$ cat config.mk
export PLATFORM = sky130hd
export DESIGN_NAME = pwm_submodule_status_control
export DESIGN_NICKNAME = d
export VERILOG_FILES = /design/src/pwm_submodule_pkg.sv /design/src/pwm_submodule_status_control.sv
export SDC_FILE = /design/constraint.sdc
export NUM_CORES = 1
export LEC_CHECK = 0
export BUFFER_PORTS_ARGS = -buffer_cell sky130_fd_sc_hd__buf_2
export CORE_AREA = 2 2 136 138
export CTS_BUF_LIST = sky130_fd_sc_hd__clkbuf_8 sky130_fd_sc_hd__clkbuf_16
export DETAILED_ROUTE_END_ITERATION = 8
export DIE_AREA = 0 0 138 140
export PLACE_DENSITY = 0.64
export SYNTH_ARGS = -nofsm -noshare
export SYNTH_HDL_FRONTEND = slang
export SYNTH_SLANG_ARGS = --single-unit
export TNS_END_PERCENT = 20
$ cat constraint.sdc
create_clock -name clock -period 2.2 [get_ports clock]
set_input_delay 0.44 -clock clock [delete_from_list [all_inputs] [get_ports clock]]
set_output_delay 0.44 -clock clock [all_outputs]
set_load 0.02 [all_outputs]
$ cat src/pwm_submodule_pkg.sv
package pwm_submodule_pkg;

	////////////////////////////////////////////////////////////////////////////////
	// register word indices on the plain register port
	localparam logic [3:0] ADDR_STATUS_CONTROL = 4'h0;
	localparam logic [3:0] ADDR_PERIOD         = 4'h1;
	localparam logic [3:0] ADDR_WIDTH          = 4'h2;
	localparam logic [3:0] ADDR_COUNTER        = 4'h3;

	////////////////////////////////////////////////////////////////////////////////
	// field positions in the status/interrupt/control word
	localparam int FLAG_BIT       = 15;
	localparam int IRQ_LEVEL_LSB  = 12;
	localparam int ARB_MSB_BIT    = 11;
	localparam int PIN_LEVEL_BIT  = 6;
	localparam int ENABLE_BIT     = 5;
	localparam int INVERSION_BIT  = 4;
	localparam int LOAD_BIT       = 3;
	localparam int CLOCK_SEL_LSB  = 0;

	////////////////////////////////////////////////////////////////////////////////
	// reset values and counter constants
	localparam logic [15:0] COUNTER_START    = 16'h0001;
	localparam logic [15:0] WIDTH_ZERO       = 16'h0000;
	localparam logic [15:0] USER_RESET_VALUE = 16'h0000;
	localparam logic [2:0]  IRQ_LEVEL_OFF    = 3'h0;
	localparam int          PRESCALE_BITS    = 9;
	localparam int          IRQ_LINES        = 7;

	////////////////////////////////////////////////////////////////////////////////
	// software-written control fields
	typedef struct packed {
		logic [2:0] irqPriorityLevel;
		logic       arbNumberMsb;
		logic       enable;
		logic       outputInversion;
		logic [2:0] clockSel;
	} control_type;

	localparam control_type CONTROL_RESET = '{
		irqPriorityLevel: 3'h0,
		arbNumberMsb:     1'b0,
		enable:           1'b0,
		outputInversion:  1'b0,
		clockSel:         3'h0
	};

	// interrupt acknowledge cycle from the processor
	typedef struct packed {
		logic       valid;
		logic [2:0] maskLevel;
	} iack_type;

endpackage

$ cat src/pwm_submodule_status_control.sv
`timescale 1ns/1ns

module pwm_submodule_status_control (
	input  wire logic                              clock,
	input  wire logic                              reset_n,
	input  wire logic [3:0]                        regAddr,
	input  wire logic [15:0]                       regWriteData,
	input  wire logic                              regWrite,
	input  wire logic                              regRead,
	output logic      [15:0]                       regReadData,
	input  wire logic [2:0]                        arbNumberLow,
	input  wire pwm_submodule_pkg::iack_type       iack,
	output logic      [pwm_submodule_pkg::IRQ_LINES:1] irqRequest,
	output logic                                   iackRespond,
	output logic      [3:0]                        arbNumber,
	output logic                                   pwmPin
);

	////////////////////////////////////////////////////////////////////////////////
	// state
	// software copies, hidden buffers and the running waveform
	pwm_submodule_pkg::control_type ctrl_q;
	logic [15:0] periodUserValue_q;
	logic [15:0] widthUserValue_q;
	logic [15:0] periodBuffer_q;
	logic [15:0] widthBuffer_q;
	logic [15:0] waveformCounter_q;
	logic [15:0] waveformCounter_d;
	logic [pwm_submodule_pkg::PRESCALE_BITS-1:0] prescale_q;
	logic        outFlop_q;
	logic        outFlop_d;
	logic        flag_q;
	logic        flag_d;
	logic        clearArmed_q;
	logic        clearArmed_d;
	logic        enabledLast_q;

	typedef enum {SEQ_IDLE, SEQ_RUN} seq_type;
	seq_type seq_q;
	seq_type seq_d;

	////////////////////////////////////////////////////////////////////////////////
	// decoding helpers

	// prescaler tap mask for each clock-select code
	function automatic logic [pwm_submodule_pkg::PRESCALE_BITS-1:0] tapMask(
		input logic [2:0] sel
	);
		logic [pwm_submodule_pkg::PRESCALE_BITS-1:0] m;
		m = '0;
		case (sel)
			3'h0: m = 9'h001;
			3'h1: m = 9'h003;
			3'h2: m = 9'h007;
			3'h3: m = 9'h00f;
			3'h4: m = 9'h01f;
			3'h5: m = 9'h03f;
			3'h6: m = 9'h07f;
			3'h7: m = 9'h1ff;
			default: m = 9'h001;
		endcase
		return m;
	endfunction

	// one-hot request line for a priority level, zero gives none
	function automatic logic [pwm_submodule_pkg::IRQ_LINES:1] levelLine(
		input logic [2:0] lvl
	);
		logic [pwm_submodule_pkg::IRQ_LINES:1] l;
		l = '0;
		for (int i = 1; i <= pwm_submodule_pkg::IRQ_LINES; i++) begin
			if (lvl == 3'(i)) begin
				l[i] = 1'b1;
			end
		end
		return l;
	endfunction

	////////////////////////////////////////////////////////////////////////////////
	// register port decode
	// reads and writes are single-cycle strobes; the slave never stalls
	// counter and unmapped indices take no write
	wire selStatus  = (regAddr == pwm_submodule_pkg::ADDR_STATUS_CONTROL);
	wire selPeriod  = (regAddr == pwm_submodule_pkg::ADDR_PERIOD);
	wire selWidth   = (regAddr == pwm_submodule_pkg::ADDR_WIDTH);
	wire selCounter = (regAddr == pwm_submodule_pkg::ADDR_COUNTER);
	wire wrStatus   = regWrite && selStatus;
	wire rdStatus   = regRead && selStatus;

	// incoming control fields from a status word write
	// the flag, pin and load bits are not part of the stored control word
	pwm_submodule_pkg::control_type ctrlWrite;
	assign ctrlWrite.irqPriorityLevel = regWriteData[pwm_submodule_pkg::IRQ_LEVEL_LSB +: 3];
	assign ctrlWrite.arbNumberMsb     = regWriteData[pwm_submodule_pkg::ARB_MSB_BIT];
	assign ctrlWrite.enable           = regWriteData[pwm_submodule_pkg::ENABLE_BIT];
	assign ctrlWrite.outputInversion  = regWriteData[pwm_submodule_pkg::INVERSION_BIT];
	assign ctrlWrite.clockSel         = regWriteData[pwm_submodule_pkg::CLOCK_SEL_LSB +: 3];

	////////////////////////////////////////////////////////////////////////////////
	// waveform timing terms
	// a load only counts while already enabled, so a write that enables
	// and loads at once is treated as a plain enable
	// the prescaler advances every enabled cycle except a load; the counter moves on a full tap
	wire enabled      = ctrl_q.enable;
	wire enableRise   = enabled && !enabledLast_q;
	wire loadStrobe   = wrStatus && regWriteData[pwm_submodule_pkg::LOAD_BIT] && enabled;
	wire [pwm_submodule_pkg::PRESCALE_BITS-1:0] mask = tapMask(ctrl_q.clockSel);
	wire countTick    = enabled && ((prescale_q & mask) == mask);
	wire periodMatch  = (waveformCounter_q == periodBuffer_q);
	wire widthMatch   = (waveformCounter_q == widthBuffer_q);
	wire periodEnd    = countTick && (seq_q == SEQ_RUN) && periodMatch;
	wire restart      = loadStrobe || periodEnd;

	// buffer values taken at a restart, latest user write included
	// a user write in the same cycle as a restart is not lost
	wire [15:0] nextPeriod = (regWrite && selPeriod) ? regWriteData : periodUserValue_q;
	wire [15:0] nextWidth  = (regWrite && selWidth) ? regWriteData : widthUserValue_q;

	////////////////////////////////////////////////////////////////////////////////
	// sequencer next state
	// idle while disabled, running otherwise; a load restarts it
	// a period end is only honoured in the running state
	always_comb begin
		seq_d = seq_q;
		case (seq_q)
			SEQ_IDLE: begin
				if (enabled) begin
					seq_d = SEQ_RUN;
				end
			end
			SEQ_RUN: begin
				if (!enabled) begin
					seq_d = SEQ_IDLE;
				end
			end
			default: seq_d = SEQ_IDLE;
		endcase
		if (loadStrobe) begin
			seq_d = SEQ_RUN;
		end
	end

	// counter and output flop next values
	// disable wins over load, load over the enable edge, and a period end
	// over a width match, so the output never toggles twice in a cycle
	always_comb begin
		waveformCounter_d = waveformCounter_q;
		outFlop_d = outFlop_q;
		if (!enabled) begin
			waveformCounter_d = pwm_submodule_pkg::COUNTER_START;
			outFlop_d = 1'b0;
		end else if (loadStrobe) begin
			waveformCounter_d = pwm_submodule_pkg::COUNTER_START;
			outFlop_d = (nextWidth != pwm_submodule_pkg::WIDTH_ZERO);
		end else if (enableRise) begin
			outFlop_d = 1'b1;
		end else if (periodEnd) begin
			waveformCounter_d = pwm_submodule_pkg::COUNTER_START;
			outFlop_d = (nextWidth != pwm_submodule_pkg::WIDTH_ZERO);
		end else if (countTick) begin
			if (widthMatch) begin
				outFlop_d = 1'b0;
			end
			waveformCounter_d = waveformCounter_q + 16'h0001;
		end
	end

	// completion flag: set wins over the software clear
	// a clear needs a status read that saw the flag, then a status write
	// with the flag bit low; any status write drops the arming
	// disabling the block forces the flag and the arming low
	wire flagEvent  = enableRise || periodEnd || loadStrobe;
	wire flagClear  = wrStatus && clearArmed_q
		&& !regWriteData[pwm_submodule_pkg::FLAG_BIT];
	always_comb begin
		flag_d = flag_q;
		clearArmed_d = clearArmed_q;
		if (flagClear) begin
			flag_d = 1'b0;
		end
		if (wrStatus) begin
			clearArmed_d = 1'b0;
		end
		if (rdStatus && flag_q) begin
			clearArmed_d = 1'b1;
		end
		if (flagEvent) begin
			flag_d = 1'b1;
		end
		if (!enabled) begin
			flag_d = 1'b0;
			clearArmed_d = 1'b0;
		end
	end

	// pin level: disabled follows polarity, enabled true or inverted flop
	// the pin lags the output flop by one cycle
	wire pinNext = ctrl_q.enable ? (outFlop_q ^ ctrl_q.outputInversion)
		: ctrl_q.outputInversion;

	////////////////////////////////////////////////////////////////////////////////
	// interrupt terms
	// request and acknowledge follow the flag one cycle later
	// the acknowledge answers only at the exact programmed level
	wire irqActive = flag_q && (ctrl_q.irqPriorityLevel != pwm_submodule_pkg::IRQ_LEVEL_OFF);
	wire [pwm_submodule_pkg::IRQ_LINES:1] irqNext = irqActive
		? levelLine(ctrl_q.irqPriorityLevel) : '0;
	wire iackMatch = iack.valid && irqActive
		&& (iack.maskLevel == ctrl_q.irqPriorityLevel);
	wire [3:0] arbNext = {ctrl_q.arbNumberMsb, arbNumberLow};

	////////////////////////////////////////////////////////////////////////////////
	// read data selection
	// read data stand for one cycle after the strobe, zero otherwise
	wire [15:0] statusWord = {
		flag_q,
		ctrl_q.irqPriorityLevel,
		ctrl_q.arbNumberMsb,
		4'h0,
		pwmPin,
		ctrl_q.enable,
		ctrl_q.outputInversion,
		1'b0,
		ctrl_q.clockSel
	};
	wire [15:0] readNext = selStatus  ? statusWord
		: selPeriod  ? periodUserValue_q
		: selWidth   ? widthUserValue_q
		: selCounter ? waveformCounter_q
		: 16'h0000;

	////////////////////////////////////////////////////////////////////////////////
	// software registers; the pin status bit takes no write
	always_ff @(posedge clock or negedge reset_n) begin
		if (!reset_n) begin
			ctrl_q <= pwm_submodule_pkg::CONTROL_RESET;
		end else if (wrStatus) begin
			ctrl_q <= ctrlWrite;
		end
	end

	always_ff @(posedge clock or negedge reset_n) begin
		if (!reset_n) begin
			periodUserValue_q <= pwm_submodule_pkg::USER_RESET_VALUE;
			widthUserValue_q  <= pwm_submodule_pkg::USER_RESET_VALUE;
		end else begin
			periodUserValue_q <= nextPeriod;
			widthUserValue_q  <= nextWidth;
		end
	end

	// hidden buffers: follow user values when disabled, else at restart
	// while running, a new period or width waits for the next restart
	always_ff @(posedge clock or negedge reset_n) begin
		if (!reset_n) begin
			periodBuffer_q <= pwm_submodule_pkg::USER_RESET_VALUE;
			widthBuffer_q  <= pwm_submodule_pkg::USER_RESET_VALUE;
		end else if (!enabled || restart) begin
			periodBuffer_q <= nextPeriod;
			widthBuffer_q  <= nextWidth;
		end
	end

	////////////////////////////////////////////////////////////////////////////////
	// prescaler, held in reset while disabled or on reload
	// clearing it on a load gives a full first tick after the restart
	always_ff @(posedge clock or negedge reset_n) begin
		if (!reset_n) begin
			prescale_q <= '0;
		end else if (!enabled || loadStrobe) begin
			prescale_q <= '0;
		end else begin
			prescale_q <= prescale_q + 9'h001;
		end
	end

	// counter, output flop and sequencer
	// the enable history feeds the edge detector for the flag and output
	always_ff @(posedge clock or negedge reset_n) begin
		if (!reset_n) begin
			waveformCounter_q <= pwm_submodule_pkg::COUNTER_START;
			outFlop_q         <= 1'b0;
			seq_q             <= SEQ_IDLE;
			enabledLast_q     <= 1'b0;
		end else begin
			waveformCounter_q <= waveformCounter_d;
			outFlop_q         <= outFlop_d;
			seq_q             <= seq_d;
			enabledLast_q     <= enabled;
		end
	end

	// completion flag and its clear handshake
	always_ff @(posedge clock or negedge reset_n) begin
		if (!reset_n) begin
			flag_q       <= 1'b0;
			clearArmed_q <= 1'b0;
		end else begin
			flag_q       <= flag_d;
			clearArmed_q <= clearArmed_d;
		end
	end

	////////////////////////////////////////////////////////////////////////////////
	// registered outputs
	// every port leaves from a flip-flop
	// unread cycles return zero on the read data
	always_ff @(posedge clock or negedge reset_n) begin
		if (!reset_n) begin
			pwmPin      <= 1'b0;
			irqRequest  <= '0;
			iackRespond <= 1'b0;
			arbNumber   <= 4'h0;
			regReadData <= 16'h0000;
		end else begin
			pwmPin      <= pinNext;
			irqRequest  <= irqNext;
			iackRespond <= iackMatch;
			arbNumber   <= arbNext;
			regReadData <= regRead ? readNext : 16'h0000;
		end
	end

endmodule

==> flow_summary.toml <==
[power_and_ir_drop]
switching_share_pct = 29.1
seqPwrFrac_pct = 42.9
p_leak_nw = 3.44
p_per_area_nw_per_um2 = 1020
p_clk_share_pct = 36.9
p_sw_mw = 2.26
p_int_mw = 5.49
p_comb_share_pct = 20.2
ir_drop_mv = 0.483

[timing]
rsz0062_at_grt = "true"
max_freq_mhz = 466
fin_ws_ns = 0.0522
slew_viol_final = 0
fin_crit_ns = 2.15
tightest_slew_ns = 0.581
fin_skew_ns = 0.00712
finalSetupTns_ns = 0
max_slew_margin_pct = 61.2
timing_hold_violations_final = 0
setup_viol = 0
fin_crit_sh_pct = 97.6

[floorplanning]
die_h_um = 140
die_w_um = 138
rows = 49
initial_core_util_pct = 34.5
io_pins = 60
design.die.area_um2 = 19300
core_area_um2 = 17800

[detailed_routing]
drt_iter0_markers = 389
ant_nets = 0
routed_via_density = 5.42
post_drt_wl_per_cell_um = 19.0
drc = 0
vias = 4600
firstDrtPassIters = 5
drt_wl_total_um = 16100

[synthesis]
synth-edff-count = 0
yosys_warnings = 0
synth_area_per_cell_um2 = 11.9
ys_types = 48
ys_ff_latch = 132
syn_nets = 549
synth_area_um2 = 6130
seq_area_frac_synth_pct = 53.9
synth_ff_type = "dfrtp_1"
syn_inst = 516
async_flop_share_pct = 100

[layout]
nFillCells = 1652
finish.instance_area_um2 = 7600
final_util_pct = 42.7
final_cells = 848
area_delta_synth_final_pct = 23.9
nNetsFinal = 640
drive_gt1_share_pct = 36.0
insertedDiodeCount = 0

[placed_design]
dp_hpwl_um = 11400
place_congestion = 0.888
dpl_cell_area_um2 = 6950
dp_slack_ns = -0.104
port_buffers = 59
dp_cells = 815

[min_path]
holdCritPathClass = "primary input to flip-flop"

[flow_run]
drv_cap = 0

[grt]
grt_pass1_vias = 4790
grt_pass1_wl_um = 25800
grt_max_degree = 54
antenna_found_initial = 0
grt_usage_pct = 17.1
gr-total-overflow = 0

[status]
outcome = "finished, final reports clean"

[clock_tree]
numCtsBuffers = 17
worstSkewPairLatency_ns = 0.41
clockRootBuffer = "clkbuf_16"
htree_num_levels = 4
ctsLongestPathBuffers = 2
clkTransAtPathRegs_ns = 0.06
tritoncts = "built"
clkSinkCount = 132

[setup_path]
cp_cell_sequence = "xor2_1 > nor4_2 > nand3_2 > nor4_4 > nor2_2 > buf_4 > mux2_1"
cp_top_family = "simple AND/OR/NAND/NOR gates"
crit_type = "flip-flop to flip-flop"
crit_path_max_incr_delay_ns = 0.54
required_ns = 2.49
path_max_fanout = 6
arrival_ns = 2.44
start_kind = "flip-flop"
worst_setup_path_end_kind = "flip-flop"
worstPathBufferInverterCount = 1
slowest_stage = "dfstp_2"
-- Yosys cell counts (9+ instances only) --
cell type  count  area share, %
nor4_1        22            2.2
o21ai_0       12           0.98
o31ai_1       10            1.2
mux2_2        72             13
a21oi_1       29            2.4
clkbuf_1      16           0.98
nor2_1        29            1.8
nand3_1       12           0.98
or4_1          9            1.1
a211oi_1      21            2.6
xor2_1        36            5.1
nand2_1       21            1.3
mux2i_1       10            1.6
nor2b_1       12            1.2
dfrtp_1      131             53
-- through the flow --
stage	power [mW]	hold WS, ns
2_1_floorplan	4.28	0.144
4_1_cts	7.78	0.115
5_1_grt	8.08	0.120
6_report	7.75	0.133
3_5_place_dp	4.88	0.405
3_3_place_gp	4.82	0.381
-- worst reg2reg max path, cell delays in order (launching register included) --
cell,delay (ns)
dfstp_2,0.54
xor2_1,0.08
nor4_2,0.35
nand3_2,0.17
nor4_4,0.29
nor2_2,0.12
buf_4,0.18
mux2_1,0.30
-- cell type report --
type | count | area (um2) | share of cell area, %
flip-flops and latches | 132 | 3310 | 43.5
multi-input cells | 346 | 2670 | 35.1
well taps | 229 | 287 | 3.77
inverters | 6 | 22.5 | 0.296
clock inverters | 13 | 160 | 2.11
clock buffers | 18 | 439 | 5.78
repair buffers | 104 | 713 | 9.39
-- logic make-up after synthesis --
| group | after synthesis | synth area share [%] |
|---|---|---|
| compound gates | 86 | 9.29 |
| xor+xnor | 41 | 5.86 |
| fa+ha+maj | 2 | 0.408 |
| buf+inv | 38 | 3.10 |
| flops | 132 | 53.9 |
| mux | 84 | 15.2 |
| simple gates | 133 | 12.2 |
-- cell usage in the layout (no fill, tap or decap), drive strengths merged, types with 2 or more instances in the layout --
cell type and count:
a211oi 21, clkinv 4, and3 2, clkbuf 18
nor4 24, nand2b 2, xor2 36, ha 2
o21bai 2, nor2b 12, xnor2 5, nand2 21
nand4 5, mux2i 10, inv 8, nand3 13
nor3 4, o21ai 12, mux2 74, clkinvlp 4
a22o 2, bufinv 3, buf 103, a21oi 29
o31ai 10, dfrtp 131, or3 7, or4 9
nand4b 2, nor2 30
-- worst paths after layout --
check / startpoint / end / slack [ns] / cells after the start
max: waveformCounter_q[0] / periodBuffer_q[1] / 0.05 / 7
min: arbNumberLow[2] / arbNumber[2] / 0.13 / 1
max reg2reg: waveformCounter_q[0] / periodBuffer_q[1] / 0.05 / 7
min reg2reg: arbNext[3] / arbNumber[3] / 0.41 / 0
max in group asynchronous: reset_n / periodBuffer_q[9] / 1.06 / 3
min in group asynchronous: reset_n / widthUserValue_q[6] / 0.53 / 2
-- routing by layer --
metal | global-route usage [%] | part of all wire [%] | wire length (um)
met4 | 7.36 | 2.5 | 411
met5 | 0 | 0 | 0
met1 | 21.5 | 42 | 6800
met3 | 3.73 | 5.3 | 856
met2 | 28.6 | 50 | 8080
-- what timing repair did --
action	CTS	global route
resized for setup	2	8
pin swaps	0	4
hold buffers	1	0
setup endpoints to repair	46	48
hold endpoints to repair	24	0
setup buffers	0	1
gates cloned	0	0
-- state kept, by name (all words and copies together), names as in the netlist, 4 cells and up --
signal and cells:
prescale_q 9, regReadData 16, irqRequest 7, widthBuffer_q 16
waveformCounter_q 16, ctrl_q 7, arbNumber 4, periodUserValue_q 16
widthUserValue_q 16, periodBuffer_q 16
-- power groups by stage --
stage | Sequential (mW) | Combinational [mW] | Clock [mW]
final | 3.32 | 1.57 | 2.86
after global routing | 3.37 | 1.71 | 3.00
after CTS | 3.32 | 1.56 | 2.91
after detailed placement | 3.35 | 1.53 | 0
after global placement | 3.33 | 1.49 | 0
after floorplan | 3.25 | 1.03 | 0
(Power assumes the default switching activity.)
